## config.mk

```make
export PLATFORM = sky130hd
export DESIGN_NAME = rtc_countdown_timer
export DESIGN_NICKNAME = d
export VERILOG_FILES = /design/src/rtc_timer_pkg.sv /design/src/rtc_countdown_timer.sv /design/src/src_tick_gen.sv /design/src/ahb_word_port.sv
export VERILOG_INCLUDE_DIRS = /design/src
export SDC_FILE = /design/constraint.sdc
export NUM_CORES = 1
export LEC_CHECK = 0
export BUFFER_PORTS_ARGS = -buffer_cell sky130_fd_sc_hd__buf_4
export CORE_MARGIN = 4
export CORE_UTILIZATION = 57
export CTS_CLUSTER_DIAMETER = 200
export CTS_CLUSTER_SIZE = 28
export DETAILED_ROUTE_END_ITERATION = 7
export PLACE_DENSITY_LB_ADDON = 0.25
export SETUP_SLACK_MARGIN = 0.4
export SYNTH_ARGS = -nofsm -noshare
export SYNTH_HDL_FRONTEND = slang
export SYNTH_SLANG_ARGS = --single-unit
```

## constraint.sdc

```tcl
create_clock -name clk -period 2.5 [get_ports clk]
set_input_delay 0.25 -clock clk [delete_from_list [all_inputs] [get_ports clk]]
set_output_delay 0.25 -clock clk [all_outputs]
set_load 0.02 [all_outputs]
```

## src/rtc_timer_cfg.svh

```systemverilog
// offsets, field positions, reset values and timing counts of the timer
// assumes a 100 MHz system clock and word-aligned register slots
`ifndef RTC_TIMER_CFG_SVH
`define RTC_TIMER_CFG_SVH

// clock and source clock timing
`define CLK_PERIOD_NS        10
`define SRC_BASE_PERIOD_NS   31250000

// register indices, byte address is four times the index
`define IDX_MAIN_CTRL        8'h00
`define IDX_IRQ_CTRL         8'h01
`define IDX_IRQ_FLAG         8'h02
`define IDX_VALUE_LOW        8'h18
`define IDX_VALUE_HIGH       8'h19
`define IDX_EVT_STATUS       8'h20
`define IDX_EVT_MASK         8'h21
`define IDX_RUN_STATE        8'h22

// main control fields
`define BIT_RUN_ENABLE       1
`define BIT_AUTO_RELOAD      2
`define BIT_SEL_LO           5
`define BIT_SEL_HI           6
`define CTRL_LOCK_MASK       8'h64
`define MAIN_CTRL_RST        8'h99

// interrupt control and flag fields
`define BIT_CD_IRQ           1
`define IRQ_CTRL_MASK        8'h1f
`define IRQ_CTRL_RST         8'h00

// event status bits
`define EVT_DONE             0
`define EVT_ZERO_START       1
`define EVT_WIDTH            2

// source clock divider masks over 32 Hz base ticks
`define DIV_MASK_8HZ         6'h03
`define DIV_MASK_1HZ         6'h1f
`define DIV_MASK_HALF_HZ     6'h3f

// bus
`define HSIZE_WORD           3'b010
`endif

```

## src/rtc_timer_pkg.sv

```systemverilog
// types shared by the countdown timer files
// assumes the constants of rtc_timer_cfg.svh
`default_nettype none
package rtc_timer_pkg;

  typedef enum logic [3:0] {
    ST_IDLE   = 4'b0001,
    ST_COUNT  = 4'b0010,
    ST_RELOAD = 4'b0100,
    ST_HOLD   = 4'b1000
  } cd_state_type;

  typedef logic [7:0] reg_byte_type;

endpackage
`default_nettype wire

```

## src/rtc_countdown_timer.sv

```systemverilog
// countdown timer of a real-time clock, registers over ahb-lite
// assumes a single 100 MHz clock and a pull-up on the interrupt pin
//
// Summary of operation
// timer counts only while the run enable bit of main control is one
// selector picks source clock 32 Hz, 8 Hz, 1 Hz or 0.5 Hz
// sixteen-bit start value: low byte at 18h, high byte at 19h
// a start value of zero produces no countdown, only the zero-start event
// a countdown ends when the running count reaches zero
// with auto reload set, value reloads and the next period starts
// reload costs one source clock: first period n, later ones n+1
// countdown end sets the done flag when its interrupt enable is set
// interrupt pin follows done flag until host writes zero to it
// selector and auto reload writable only while timer is stopped
// value bytes writable only while run and auto reload are both zero
// reset: timer and reload off, 32 Hz source, interrupt enables clear
// interrupt pin is open drain, active low, never driven high
// counter decrements once per selected source clock edge
// value registers read back the programmed value, not the count
`timescale 1ns/1ps
`default_nettype none
`include "rtc_timer_cfg.svh"

module rtc_countdown_timer #(
  parameter int unsigned SRC_BASE_CYCLES =
    `SRC_BASE_PERIOD_NS / `CLK_PERIOD_NS
) (
  // clock and reset
  input  wire logic        clk,
  input  wire logic        rst,
  // ahb-lite slave
  input  wire logic        hsel,
  input  wire logic [31:0] haddr,
  input  wire logic [1:0]  htrans,
  input  wire logic        hwrite,
  input  wire logic [2:0]  hsize,
  input  wire logic [31:0] hwdata,
  input  wire logic        hready,
  output logic      [31:0] hrdata,
  output logic             hreadyout,
  output logic             hresp,
  // interrupt pin, open drain
  output logic             int_n_o,
  output logic             int_n_oe,
  // system interrupt
  output logic             irq
);

  // register address match on a word slot
  function automatic logic hit(input logic [31:0] addr,
                               input logic [7:0]  idx);
    hit = (addr == {22'h0, idx, 2'b00});
  endfunction

  // bus side
  logic        wr_en;
  logic        rd_en;
  logic [31:0] acc_addr;
  logic [7:0]  wdata;
  logic [31:0] rd_data;

  // registers
  rtc_timer_pkg::reg_byte_type ctrl_q;
  rtc_timer_pkg::reg_byte_type ctrl_d;
  rtc_timer_pkg::reg_byte_type irq_ctrl_q;
  rtc_timer_pkg::reg_byte_type irq_ctrl_d;
  rtc_timer_pkg::reg_byte_type val_lo_q;
  rtc_timer_pkg::reg_byte_type val_lo_d;
  rtc_timer_pkg::reg_byte_type val_hi_q;
  rtc_timer_pkg::reg_byte_type val_hi_d;
  logic                        done_q;
  logic                        done_d;
  logic [`EVT_WIDTH-1:0]       evt_q;
  logic [`EVT_WIDTH-1:0]       evt_d;
  logic [`EVT_WIDTH-1:0]       mask_q;
  logic [`EVT_WIDTH-1:0]       mask_d;
  logic                        irq_q;
  logic                        pin_oe_q;
  logic                        run_prev_q;

  // countdown engine
  rtc_timer_pkg::cd_state_type state_q;
  rtc_timer_pkg::cd_state_type state_d;
  logic [15:0]                 cnt_q;
  logic [15:0]                 cnt_d;
  logic                        tick;
  wire  [1:0]                  src_sel;
  wire                         src_run;

  // prescaler phase restarts at every start, so the first period is whole
  src_tick_gen #(
    .BASE_CYCLES (SRC_BASE_CYCLES)
  ) u_tick (
    .clk  (clk),
    .rst  (rst),
    .run  (src_run),
    .sel  (src_sel),
    .tick (tick)
  );

  ahb_word_port u_port (
    .clk       (clk),
    .rst       (rst),
    .hsel      (hsel),
    .haddr     (haddr),
    .htrans    (htrans),
    .hwrite    (hwrite),
    .hsize     (hsize),
    .hwdata    (hwdata),
    .hready    (hready),
    .hrdata    (hrdata),
    .hreadyout (hreadyout),
    .hresp     (hresp),
    .wr_en     (wr_en),
    .rd_en     (rd_en),
    .acc_addr  (acc_addr),
    .wr_data   (wdata),
    .rd_data   (rd_data)
  );

  // control fields, read live; the lock keeps selector, auto reload and value steady while running
  wire        run_en;
  wire        auto_reload;
  wire [15:0] reload_val;
  wire        cd_irq_en;

  assign run_en      = ctrl_q[`BIT_RUN_ENABLE];
  assign auto_reload = ctrl_q[`BIT_AUTO_RELOAD];
  assign src_sel     = {ctrl_q[`BIT_SEL_HI], ctrl_q[`BIT_SEL_LO]};
  assign reload_val  = {val_hi_q, val_lo_q};
  assign cd_irq_en   = irq_ctrl_q[`BIT_CD_IRQ];

  // prescaler runs only while a period is in progress
  assign src_run = (state_q == rtc_timer_pkg::ST_COUNT) ||
                   (state_q == rtc_timer_pkg::ST_RELOAD);

  // address decode, shared by the write strobes and the read mux
  // each slot is one aligned word; byte lanes are not decoded
  wire slot_ctrl;
  wire slot_irq_ctrl;
  wire slot_flag;
  wire slot_lo;
  wire slot_hi;
  wire slot_status;
  wire slot_mask;
  wire slot_run_state;

  assign slot_ctrl      = hit(acc_addr, `IDX_MAIN_CTRL);
  assign slot_irq_ctrl  = hit(acc_addr, `IDX_IRQ_CTRL);
  assign slot_flag      = hit(acc_addr, `IDX_IRQ_FLAG);
  assign slot_lo        = hit(acc_addr, `IDX_VALUE_LOW);
  assign slot_hi        = hit(acc_addr, `IDX_VALUE_HIGH);
  assign slot_status    = hit(acc_addr, `IDX_EVT_STATUS);
  assign slot_mask      = hit(acc_addr, `IDX_EVT_MASK);
  assign slot_run_state = hit(acc_addr, `IDX_RUN_STATE);

  // write decode
  wire wr_ctrl;
  wire wr_irq_ctrl;
  wire wr_flag;
  wire wr_lo;
  wire wr_hi;
  wire wr_status;
  wire wr_mask;
  wire val_open;

  assign wr_ctrl     = wr_en && slot_ctrl;
  assign wr_irq_ctrl = wr_en && slot_irq_ctrl;
  assign wr_flag     = wr_en && slot_flag;
  assign wr_lo       = wr_en && slot_lo;
  assign wr_hi       = wr_en && slot_hi;
  assign wr_status   = wr_en && slot_status;
  assign wr_mask     = wr_en && slot_mask;
  // checked on the current ctrl, so one write cannot both stop and load
  assign val_open    = !run_en && !auto_reload;

  // locked fields keep their value while the timer runs
  wire [7:0] ctrl_lock;

  assign ctrl_lock = run_en ? `CTRL_LOCK_MASK : 8'h00;
  assign ctrl_d    = wr_ctrl ? ((wdata & ~ctrl_lock) | (ctrl_q & ctrl_lock))
                             : ctrl_q;
  assign irq_ctrl_d = wr_irq_ctrl ? (wdata & `IRQ_CTRL_MASK) : irq_ctrl_q;
  assign val_lo_d   = (wr_lo && val_open) ? wdata : val_lo_q;
  assign val_hi_d   = (wr_hi && val_open) ? wdata : val_hi_q;

  // countdown events
  // a zero start is its own event; the engine never leaves idle
  wire run_rise;
  wire cd_end;
  wire zero_start;

  assign run_rise   = run_en && !run_prev_q;
  assign cd_end     = (state_q == rtc_timer_pkg::ST_COUNT) && tick &&
                      (cnt_q == 16'h0001);
  assign zero_start = run_rise && (reload_val == 16'h0000);

  // flag set wins over a clear written in the same cycle
  wire flag_clear;

  // writing a one to the flag has no effect
  assign flag_clear = wr_flag && !wdata[`BIT_CD_IRQ];
  assign done_d = (cd_end && cd_irq_en) || (done_q && !flag_clear);

  // sticky event status, write one to clear, set wins
  wire [`EVT_WIDTH-1:0] evt_set;
  wire [`EVT_WIDTH-1:0] evt_clr;

  assign evt_set = {zero_start, cd_end};
  assign evt_clr = wr_status ? wdata[`EVT_WIDTH-1:0] : '0;
  assign evt_d   = evt_set | (evt_q & ~evt_clr);
  assign mask_d  = wr_mask ? wdata[`EVT_WIDTH-1:0] : mask_q;

  // countdown state machine
  always_comb begin
    state_d = state_q;
    cnt_d   = cnt_q;
    case (state_q)
      rtc_timer_pkg::ST_IDLE: begin
        // zero value leaves the timer effectively stopped
        if (run_en && reload_val != 16'h0000) begin
          state_d = rtc_timer_pkg::ST_COUNT;
          cnt_d   = reload_val;
        end
      end
      rtc_timer_pkg::ST_COUNT: begin
        if (tick) begin
          cnt_d = cnt_q - 16'h0001;
          if (cnt_q == 16'h0001) begin
            state_d = auto_reload ? rtc_timer_pkg::ST_RELOAD
                                  : rtc_timer_pkg::ST_HOLD;
          end
        end
      end
      rtc_timer_pkg::ST_RELOAD: begin
        // reload spends one whole source clock
        if (tick) begin
          state_d = rtc_timer_pkg::ST_COUNT;
          cnt_d   = reload_val;
        end
      end
      rtc_timer_pkg::ST_HOLD: begin
        // without reload the count parks at zero until run is cleared
        state_d = rtc_timer_pkg::ST_HOLD;
      end
      default: begin
        // an illegal code falls back to idle rather than hanging
        state_d = rtc_timer_pkg::ST_IDLE;
      end
    endcase
    // stopping overrides every state
    if (!run_en) begin
      state_d = rtc_timer_pkg::ST_IDLE;
    end
  end

  // read mux; unmapped slots and idle cycles read zero
  wire [31:0] ctrl_word;
  wire [31:0] irq_ctrl_word;
  wire [31:0] flag_word;
  wire [31:0] lo_word;
  wire [31:0] hi_word;
  wire [31:0] status_word;
  wire [31:0] mask_word;
  wire [31:0] run_word;

  assign ctrl_word     = {24'h0, ctrl_q};
  assign irq_ctrl_word = {24'h0, irq_ctrl_q};
  assign flag_word     = {30'h0, done_q, 1'b0};
  // value slots show the programmed value; the live count is in run state
  assign lo_word       = {24'h0, val_lo_q};
  assign hi_word       = {24'h0, val_hi_q};
  assign status_word   = {30'h0, evt_q};
  assign mask_word     = {30'h0, mask_q};
  assign run_word      = {15'h0, src_run, cnt_q};
  assign rd_data  =
    !rd_en         ? 32'h0 :
    slot_ctrl      ? ctrl_word :
    slot_irq_ctrl  ? irq_ctrl_word :
    slot_flag      ? flag_word :
    slot_lo        ? lo_word :
    slot_hi        ? hi_word :
    slot_status    ? status_word :
    slot_mask      ? mask_word :
    slot_run_state ? run_word : 32'h0;

  // pin and system interrupt straight from flops
  // open drain: the level is always low, only the enable toggles
  assign int_n_o  = 1'b0;
  assign int_n_oe = pin_oe_q;
  assign irq      = irq_q;

  always_ff @(posedge clk) begin
    if (rst) begin
      ctrl_q     <= `MAIN_CTRL_RST;
      irq_ctrl_q <= `IRQ_CTRL_RST;
      val_lo_q   <= 8'h00;
      val_hi_q   <= 8'h00;
      run_prev_q <= 1'b0;
    end else begin
      ctrl_q     <= ctrl_d;
      irq_ctrl_q <= irq_ctrl_d;
      val_lo_q   <= val_lo_d;
      val_hi_q   <= val_hi_d;
      run_prev_q <= run_en;
    end
  end

  always_ff @(posedge clk) begin
    if (rst) begin
      state_q <= rtc_timer_pkg::ST_IDLE;
      cnt_q   <= 16'h0000;
    end else begin
      state_q <= state_d;
      cnt_q   <= cnt_d;
    end
  end

  always_ff @(posedge clk) begin
    if (rst) begin
      done_q <= 1'b0;
      evt_q  <= '0;
      mask_q <= '0;
    end else begin
      done_q <= done_d;
      evt_q  <= evt_d;
      mask_q <= mask_d;
    end
  end

  // outputs use next-state values so they land with the flag itself
  always_ff @(posedge clk) begin
    if (rst) begin
      irq_q    <= 1'b0;
      pin_oe_q <= 1'b0;
    end else begin
      irq_q    <= |(evt_d & mask_d);
      pin_oe_q <= done_d;
    end
  end

endmodule
`default_nettype wire

```

## src/src_tick_gen.sv

```systemverilog
// source clock tick generator: one-cycle pulse per selected source period
// assumes run is held high for the whole countdown
`timescale 1ns/1ps
`default_nettype none
`include "rtc_timer_cfg.svh"

module src_tick_gen #(
  parameter int unsigned BASE_CYCLES = `SRC_BASE_PERIOD_NS / `CLK_PERIOD_NS
) (
  // clock and reset
  input  wire logic       clk,
  input  wire logic       rst,
  // control
  input  wire logic       run,
  input  wire logic [1:0] sel,
  // tick
  output logic            tick
);

  logic [31:0] base_q;
  logic [5:0]  div_q;
  logic        tick_q;
  wire         base_hit;
  wire  [5:0]  sel_mask;
  wire         sel_hit;

  // phase restarts with run, so the first period is whole
  assign base_hit = run && (base_q == BASE_CYCLES - 32'd1);
  assign sel_mask = (sel == 2'b00) ? 6'h00 :
                    (sel == 2'b01) ? `DIV_MASK_8HZ :
                    (sel == 2'b10) ? `DIV_MASK_1HZ : `DIV_MASK_HALF_HZ;
  assign sel_hit  = (div_q & sel_mask) == sel_mask;
  assign tick     = tick_q;

  always_ff @(posedge clk) begin
    if (rst || !run) begin
      base_q <= 32'h0;
      div_q  <= 6'h00;
      tick_q <= 1'b0;
    end else begin
      base_q <= base_hit ? 32'h0 : base_q + 32'd1;
      div_q  <= base_hit ? div_q + 6'h01 : div_q;
      tick_q <= base_hit && sel_hit;
    end
  end

endmodule
`default_nettype wire

```

## src/ahb_word_port.sv

```systemverilog
// ahb-lite slave front end: word transfers, zero-wait writes,
// reads with one wait state so read data always reflect earlier writes
`timescale 1ns/1ps
`default_nettype none
`include "rtc_timer_cfg.svh"

module ahb_word_port (
  // clock and reset
  input  wire logic        clk,
  input  wire logic        rst,
  // ahb-lite
  input  wire logic        hsel,
  input  wire logic [31:0] haddr,
  input  wire logic [1:0]  htrans,
  input  wire logic        hwrite,
  input  wire logic [2:0]  hsize,
  input  wire logic [31:0] hwdata,
  input  wire logic        hready,
  output logic      [31:0] hrdata,
  output logic             hreadyout,
  output logic             hresp,
  // register side
  output logic             wr_en,
  output logic             rd_en,
  output logic      [31:0] acc_addr,
  output logic      [7:0]  wr_data,
  input  wire logic [31:0] rd_data
);

  logic [31:0] addr_q;
  logic        pend_wr_q;
  logic        pend_rd_q;
  logic [31:0] hrdata_q;
  logic        ready_q;
  logic        resp_q;
  wire         take;

  // other sizes are answered OKAY and otherwise ignored
  assign take      = hsel && htrans[1] && hready && (hsize == `HSIZE_WORD);
  assign wr_en     = pend_wr_q;
  assign rd_en     = pend_rd_q;
  assign acc_addr  = addr_q;
  assign wr_data   = hwdata[7:0];
  assign hrdata    = hrdata_q;
  assign hreadyout = ready_q;
  assign hresp     = resp_q;

  always_ff @(posedge clk) begin
    if (rst) begin
      addr_q    <= 32'h0;
      pend_wr_q <= 1'b0;
      pend_rd_q <= 1'b0;
      hrdata_q  <= 32'h0;
      ready_q   <= 1'b1;
      resp_q    <= 1'b0;
    end else begin
      addr_q    <= take ? haddr : addr_q;
      pend_wr_q <= take && hwrite;
      pend_rd_q <= take && !hwrite;
      hrdata_q  <= pend_rd_q ? rd_data : hrdata_q;
      ready_q   <= !(take && !hwrite);
      resp_q    <= 1'b0;
    end
  end

endmodule
`default_nettype wire

```

# Yosys cells after proc, flatten, opt, wreduce, memory -nomap -nowiden
# Cells that the tools add are included.
totals:
  input_bits: 74
  wordCells: 123
  register_bits: 162
  output_inout_bits: 37
op_classes:
  mux: 24
  n_addsub: 3
  n_bitwise: 10
  eq_ne: 21
  reduce_logical: 46
op_table:
  columns: ["operator", "n"]
  rows:
  - ["17-bit two-way mux", 8]
  - ["32-bit by 8-bit == test with 1-bit output (second input constant)", 3]
  - ["32-bit by 7-bit == test with 1-bit output (second input constant)", 2]
  - ["16-bit two-way mux", 3]
  - ["16-bit case mux with 3 select lines", 1]
  - ["32-bit by 1-bit adder with 32-bit output (second input constant)", 1]
  - ["32-bit by 22-bit == test with 1-bit output (second input constant)", 1]
  - ["32-bit by 3-bit == test with 1-bit output (second input constant)", 1]
  - ["32-bit by 4-bit == test with 1-bit output (second input constant)", 1]
  - ["32-bit zero test", 1]
  - ["1-bit logical AND", 25]
  - ["4-bit two-way mux", 5]
  - ["6-bit two-way mux", 3]
  - ["16-bit by 1-bit == test with 1-bit output (second input constant)", 1]
  - ["16-bit zero test", 1]
  - ["4-bit case mux with 4 select lines", 1]
  - ["16-bit nonzero test", 1]
  - ["16-bit by 1-bit subtractor with 16-bit output (second input constant)", 1]
  - ["8-bit by 7-bit AND with 8-bit output", 1]
  - ["8-bit AND", 1]
  - ["1-bit zero test", 8]
  - ["7-bit inverter with 8-bit output", 1]
  - ["8-bit OR", 1]
  - ["4-bit AND reduction", 2]
  - ["22 further kinds", 30]

# Depth between registers and ports, before layout
depth:
  word_depth: 10
  ltp_mapped: 8
  depth_no_buf: 7

# By module
# Synthesis repeated with hierarchy kept, for this count alone.
hier_totals:
  hier_cells: 917
  hier_area_um2: 8152.8
by_module_without_submodules:
  columns: ["mod", "instances", "area_per_inst_um2", "seq_area_each_um2", "cells_per_inst"]
  rows:
  - ["rtc_countdown_timer", 1, 3484.6, 1121.1, 430]
  - ["ahb_word_port", 1, 2753.9, 1341.3, 262]
  - ["src_tick_gen", 1, 1914.3, 780.7, 225]

# Worst setup path after synthesis
# Ideal clock, no wire load.
synth_timing:
  kind: "flip-flop to flip-flop"
  from: "register cnt_q[0]"
  to: "register cnt_q[10]"
  period_less_slack_ps: 1891
  setup_time_ps: 134
  required_time_ps: 2366
  setup_slack_ps: 609
  path_stages_with_launch: 9
  arrival_time_ps: 1757
  path_buffers: 1
  path_cell_list: "dfxtp_1 inv_1 ha_1 nor3b_1 and3_1 clkbuf_1 nor2_1 o311ai_0 o31ai_1"
synth_between:
  elab_chain_len: 3
synth_rtl:
  columns: ["element", "line", "rtl"]
  rows:
  - ["start: declaration", "rtc_countdown_timer.sv:84", "logic [15:0] cnt_q;"]
  - ["start signal: assignment", "rtc_countdown_timer.sv:315", "cnt_q <= cnt_d;"]
  - ["16-bit by 1-bit subtractor with 16-bit output", "rtc_countdown_timer.sv:228", "cnt_d = cnt_q - 16'h0001;"]
  - ["16-bit two-way mux", "rtc_countdown_timer.sv:227", "if (tick) begin"]
  - ["16-bit case mux with 3 select lines", "rtc_countdown_timer.sv:218", "case (state_q)"]
# Every way passes these cells. The select of a mux whose other input is x is not followed.
# A chain may end at the register's enable or synchronous reset.

# Final worst setup path
layout_timing:
  from: "register cnt_q[0]"
  to: "register cnt_q[11]"
# The elaborated chain is that of the path after synthesis.

==> flow_summary.yaml <==
cts:
  htree_num_levels: 4
  cts_buffers: 17
  clk_path_buf_depth: 2
  clk_pin_slew_worst_paths_ps: 60
  clk_latency_ps: 420
  root_buffer: "clkbuf_16"
  cts_sinks: 147
  cts_tree: "built"
critical_path:
  r2r_slack_ps: 450
  endpoint_kind: "flip-flop"
  crit_type: "reg -> reg"
  cp_data_required_time_ps: 2760
  startpoint_type: "flip-flop"
  critical_path_arrival_ps: 2310
  path_max_fanout: 8
detailed_routing:
  firstDrtPassIters: 6
  routed_wirelength_um: 17700
  viasPerCell: 5.95
  post_drt_wl_per_cell_um: 16.4
  num_vias: 6405
  drc: 0
  postRouteAntennaNets: 0
  drtIter0Drc: 744
placement:
  hpwl_um: 11900
  port_buffers: 68
  globalplace.congestion: 0.869
synth:
  ys_warn_count: 0
  synth_top_area_frac: 0.418
  yosys-top-cells-area: "dfxtp_1 (42%), nor2_1 (5.4%), nand2_1 (5.3%)"
  synth-seq-cells: 147
  async_flop_share: 0
  synth_top_area_cell: "dfxtp_1"
  synth_edf_count: 0
  synth_most_common_cell: "dfxtp_1"
  netlist_instances: 816
  syn-cell-area_um2: 7040
  synthFlopType: "dfxtp_1"
  avgSynthCellArea_um2: 8.63
  yosys-top-cells-count: "dfxtp_1 (147), nor2_1 (102), nand2_1 (99)"
  yosysSeqAreaShare: 0.418
  synth_cell_types: 70
power:
  leakage_nw: 3.03
  power.total_w: 0.00517
  ir_worst_vdd_mv: 0.475
  cellPowerDensity_nw_per_um2: 610
grt:
  grt_use_total: 0.250
  grt_max_degree: 93
  grt_pass1_vias: 6081
  antenna_found_initial: 0
  grt_first_pass_wirelength_um: 29400
  grt_overflow_total: 0
sta:
  drv_slew: 0
  setup_violations: 0
  fin_tns_setup_ps: 0
  max_freq_mhz: 488
  worst_slew_pin_slew_ps: 959
  hold_viol_final: 0
  rsz0062_at_grt: "no"
  slew_headroom: 0.361
  fin_crit_sh: 0.820
  fin_worst_skew_ps: 7.52
  final.min_clock_period_ps: 2050
die:
  initial_utilization: 0.584
  dieArea_um2: 14200
  fp-row-count: 40
  die_y_um: 119
  ios: 111
  die_w_um: 119
  fp.coreArea_um2: 12100
cells_and_area:
  syn_to_final_growth_pct: 20.4
  filler_cell_count: 930
  drive_above_1_share: 0.194
  nets: 975
  antennaDiodeCount: 0
hold_path:
  hp-class: "in -> reg"
run_status:
  status: "finished clean"
job:
  drv_cap: 0
-- worst max-delay path: stages, from the launching register on --
cell and delay, ps:
dfxtp_1 400, nor4_1 550, nand3_1 260, o21a_1 230, o311ai_0 310, o31ai_1 140
-- registers in the layout, indices dropped and copies added (netlist names), 2 cells and up, named ones only --
| signal | count |
|---|---|
| mask_q | 2 |
| evt_q | 2 |
| val_hi_q | 8 |
| state_q | 4 |
| val_lo_q | 8 |
| irq_ctrl_q | 5 |
| u_tick.base_q | 32 |
| u_port.hrdata | 17 |
| u_port.acc_addr | 32 |
| ctrl_q | 5 |
| cnt_q | 16 |
| u_tick.div_q | 6 |
-- power breakdown --
part           internal, W  switching, W
Combinational    0.0000890      0.000125
Sequential         0.00235    0.00000486
Clock              0.00164      0.000964
-- cell type report --
class,instances,area [µm²],area share
Inverter,15,56.3,0.00665
Multi-Input combinational cell,609,3830,0.453
Sequential cell,147,2950,0.348
Tap cell,168,210,0.0248
Clock buffer,21,470,0.0555
Timing Repair Buffer,107,823,0.0972
Clock inverter,10,131,0.0155
-- final timing paths --
kind                       start  depth (start not counted)             endpoint
min reg2reg  u_port.acc_addr[13]                          2  u_port.acc_addr[13]
max                     cnt_q[0]                          5            cnt_q[11]
min                       hwrite                          2     u_port.hreadyout
max reg2reg             cnt_q[0]                          5            cnt_q[11]
-- cells in the final DEF (no fill, tap or decap), types with 4 or more instances in the layout --
cell type  netlist  final
nand2b_1         6      6
mux2i_1         36     36
o31ai_1         17     17
buf_4           19    105
o21ai_0         14     14
o21a_1           4      4
conb_1           1     17
a32o_1           4      4
nand3_1         30     30
xor2_1          18     18
o211ai_1         4      4
nand2_1         99     98
clkbuf_16        0     17
a22oi_1         12     12
nor3b_1          7      6
nand4_1         21     21
or3_1           10      9
xnor2_1         10     10
and3_1          12     12
nor4_1          17     16
ha_1             4      4
o311ai_1         1      7
nor4_4           3      6
o311ai_0        10      4
o2111ai_1        4      4
nor2_1         102    102
o31a_1           4      4
clkinv_2         0      5
a21oi_1         67     67
nor4_2           7      5
dfxtp_1        147    145
inv_1           15     15
nor3_1          15     14
-- logic make-up (layout without fill, tap and decap cells) --
family	Yosys count	after routing	share of synthesized area
simple gates	358	358	0.275
compound gates	163	163	0.154
flops	147	147	0.418
buf+inv	76	153	0.0546
mux	39	39	0.0560
xor+xnor	28	28	0.0348
fa+ha+maj	4	4	0.00711
other cells	1	17	0.000533
-- layer usage --
layer,global-route usage,share of wire,vias up
li1,-,-,3084
met1,0.332,0.43,3016
met2,0.397,0.47,269
met3,0.0541,0.074,36
met4,0.0992,0.025,0
met5,0,0,-
-- through the flow --
stage / instance area (µm²) / util / hold slack [ps] / setup WS (ps) / std cells
after floorplan: 7100 / - / 373 / 609 / 832
after global placement: 7690 / 0.637 / 433 / 342 / 1033
after detailed placement: 7690 / 0.637 / 455 / 280 / 1033
after CTS: 8330 / 0.691 / 53.3 / 372 / 1066
after global routing: 8470 / 0.702 / 65.8 / 360 / 1077
final: 8470 / 0.702 / 62.3 / 451 / 1077
-- what timing repair did --
action,4_1_cts,5_1_grt
setup buffers,2,11
pin swaps,2,6
endpoints found under the setup margin,60,72
gates resized for setup,5,16
hold buffers,0,0
Note: power is estimated with default switching activity, not from simulation.
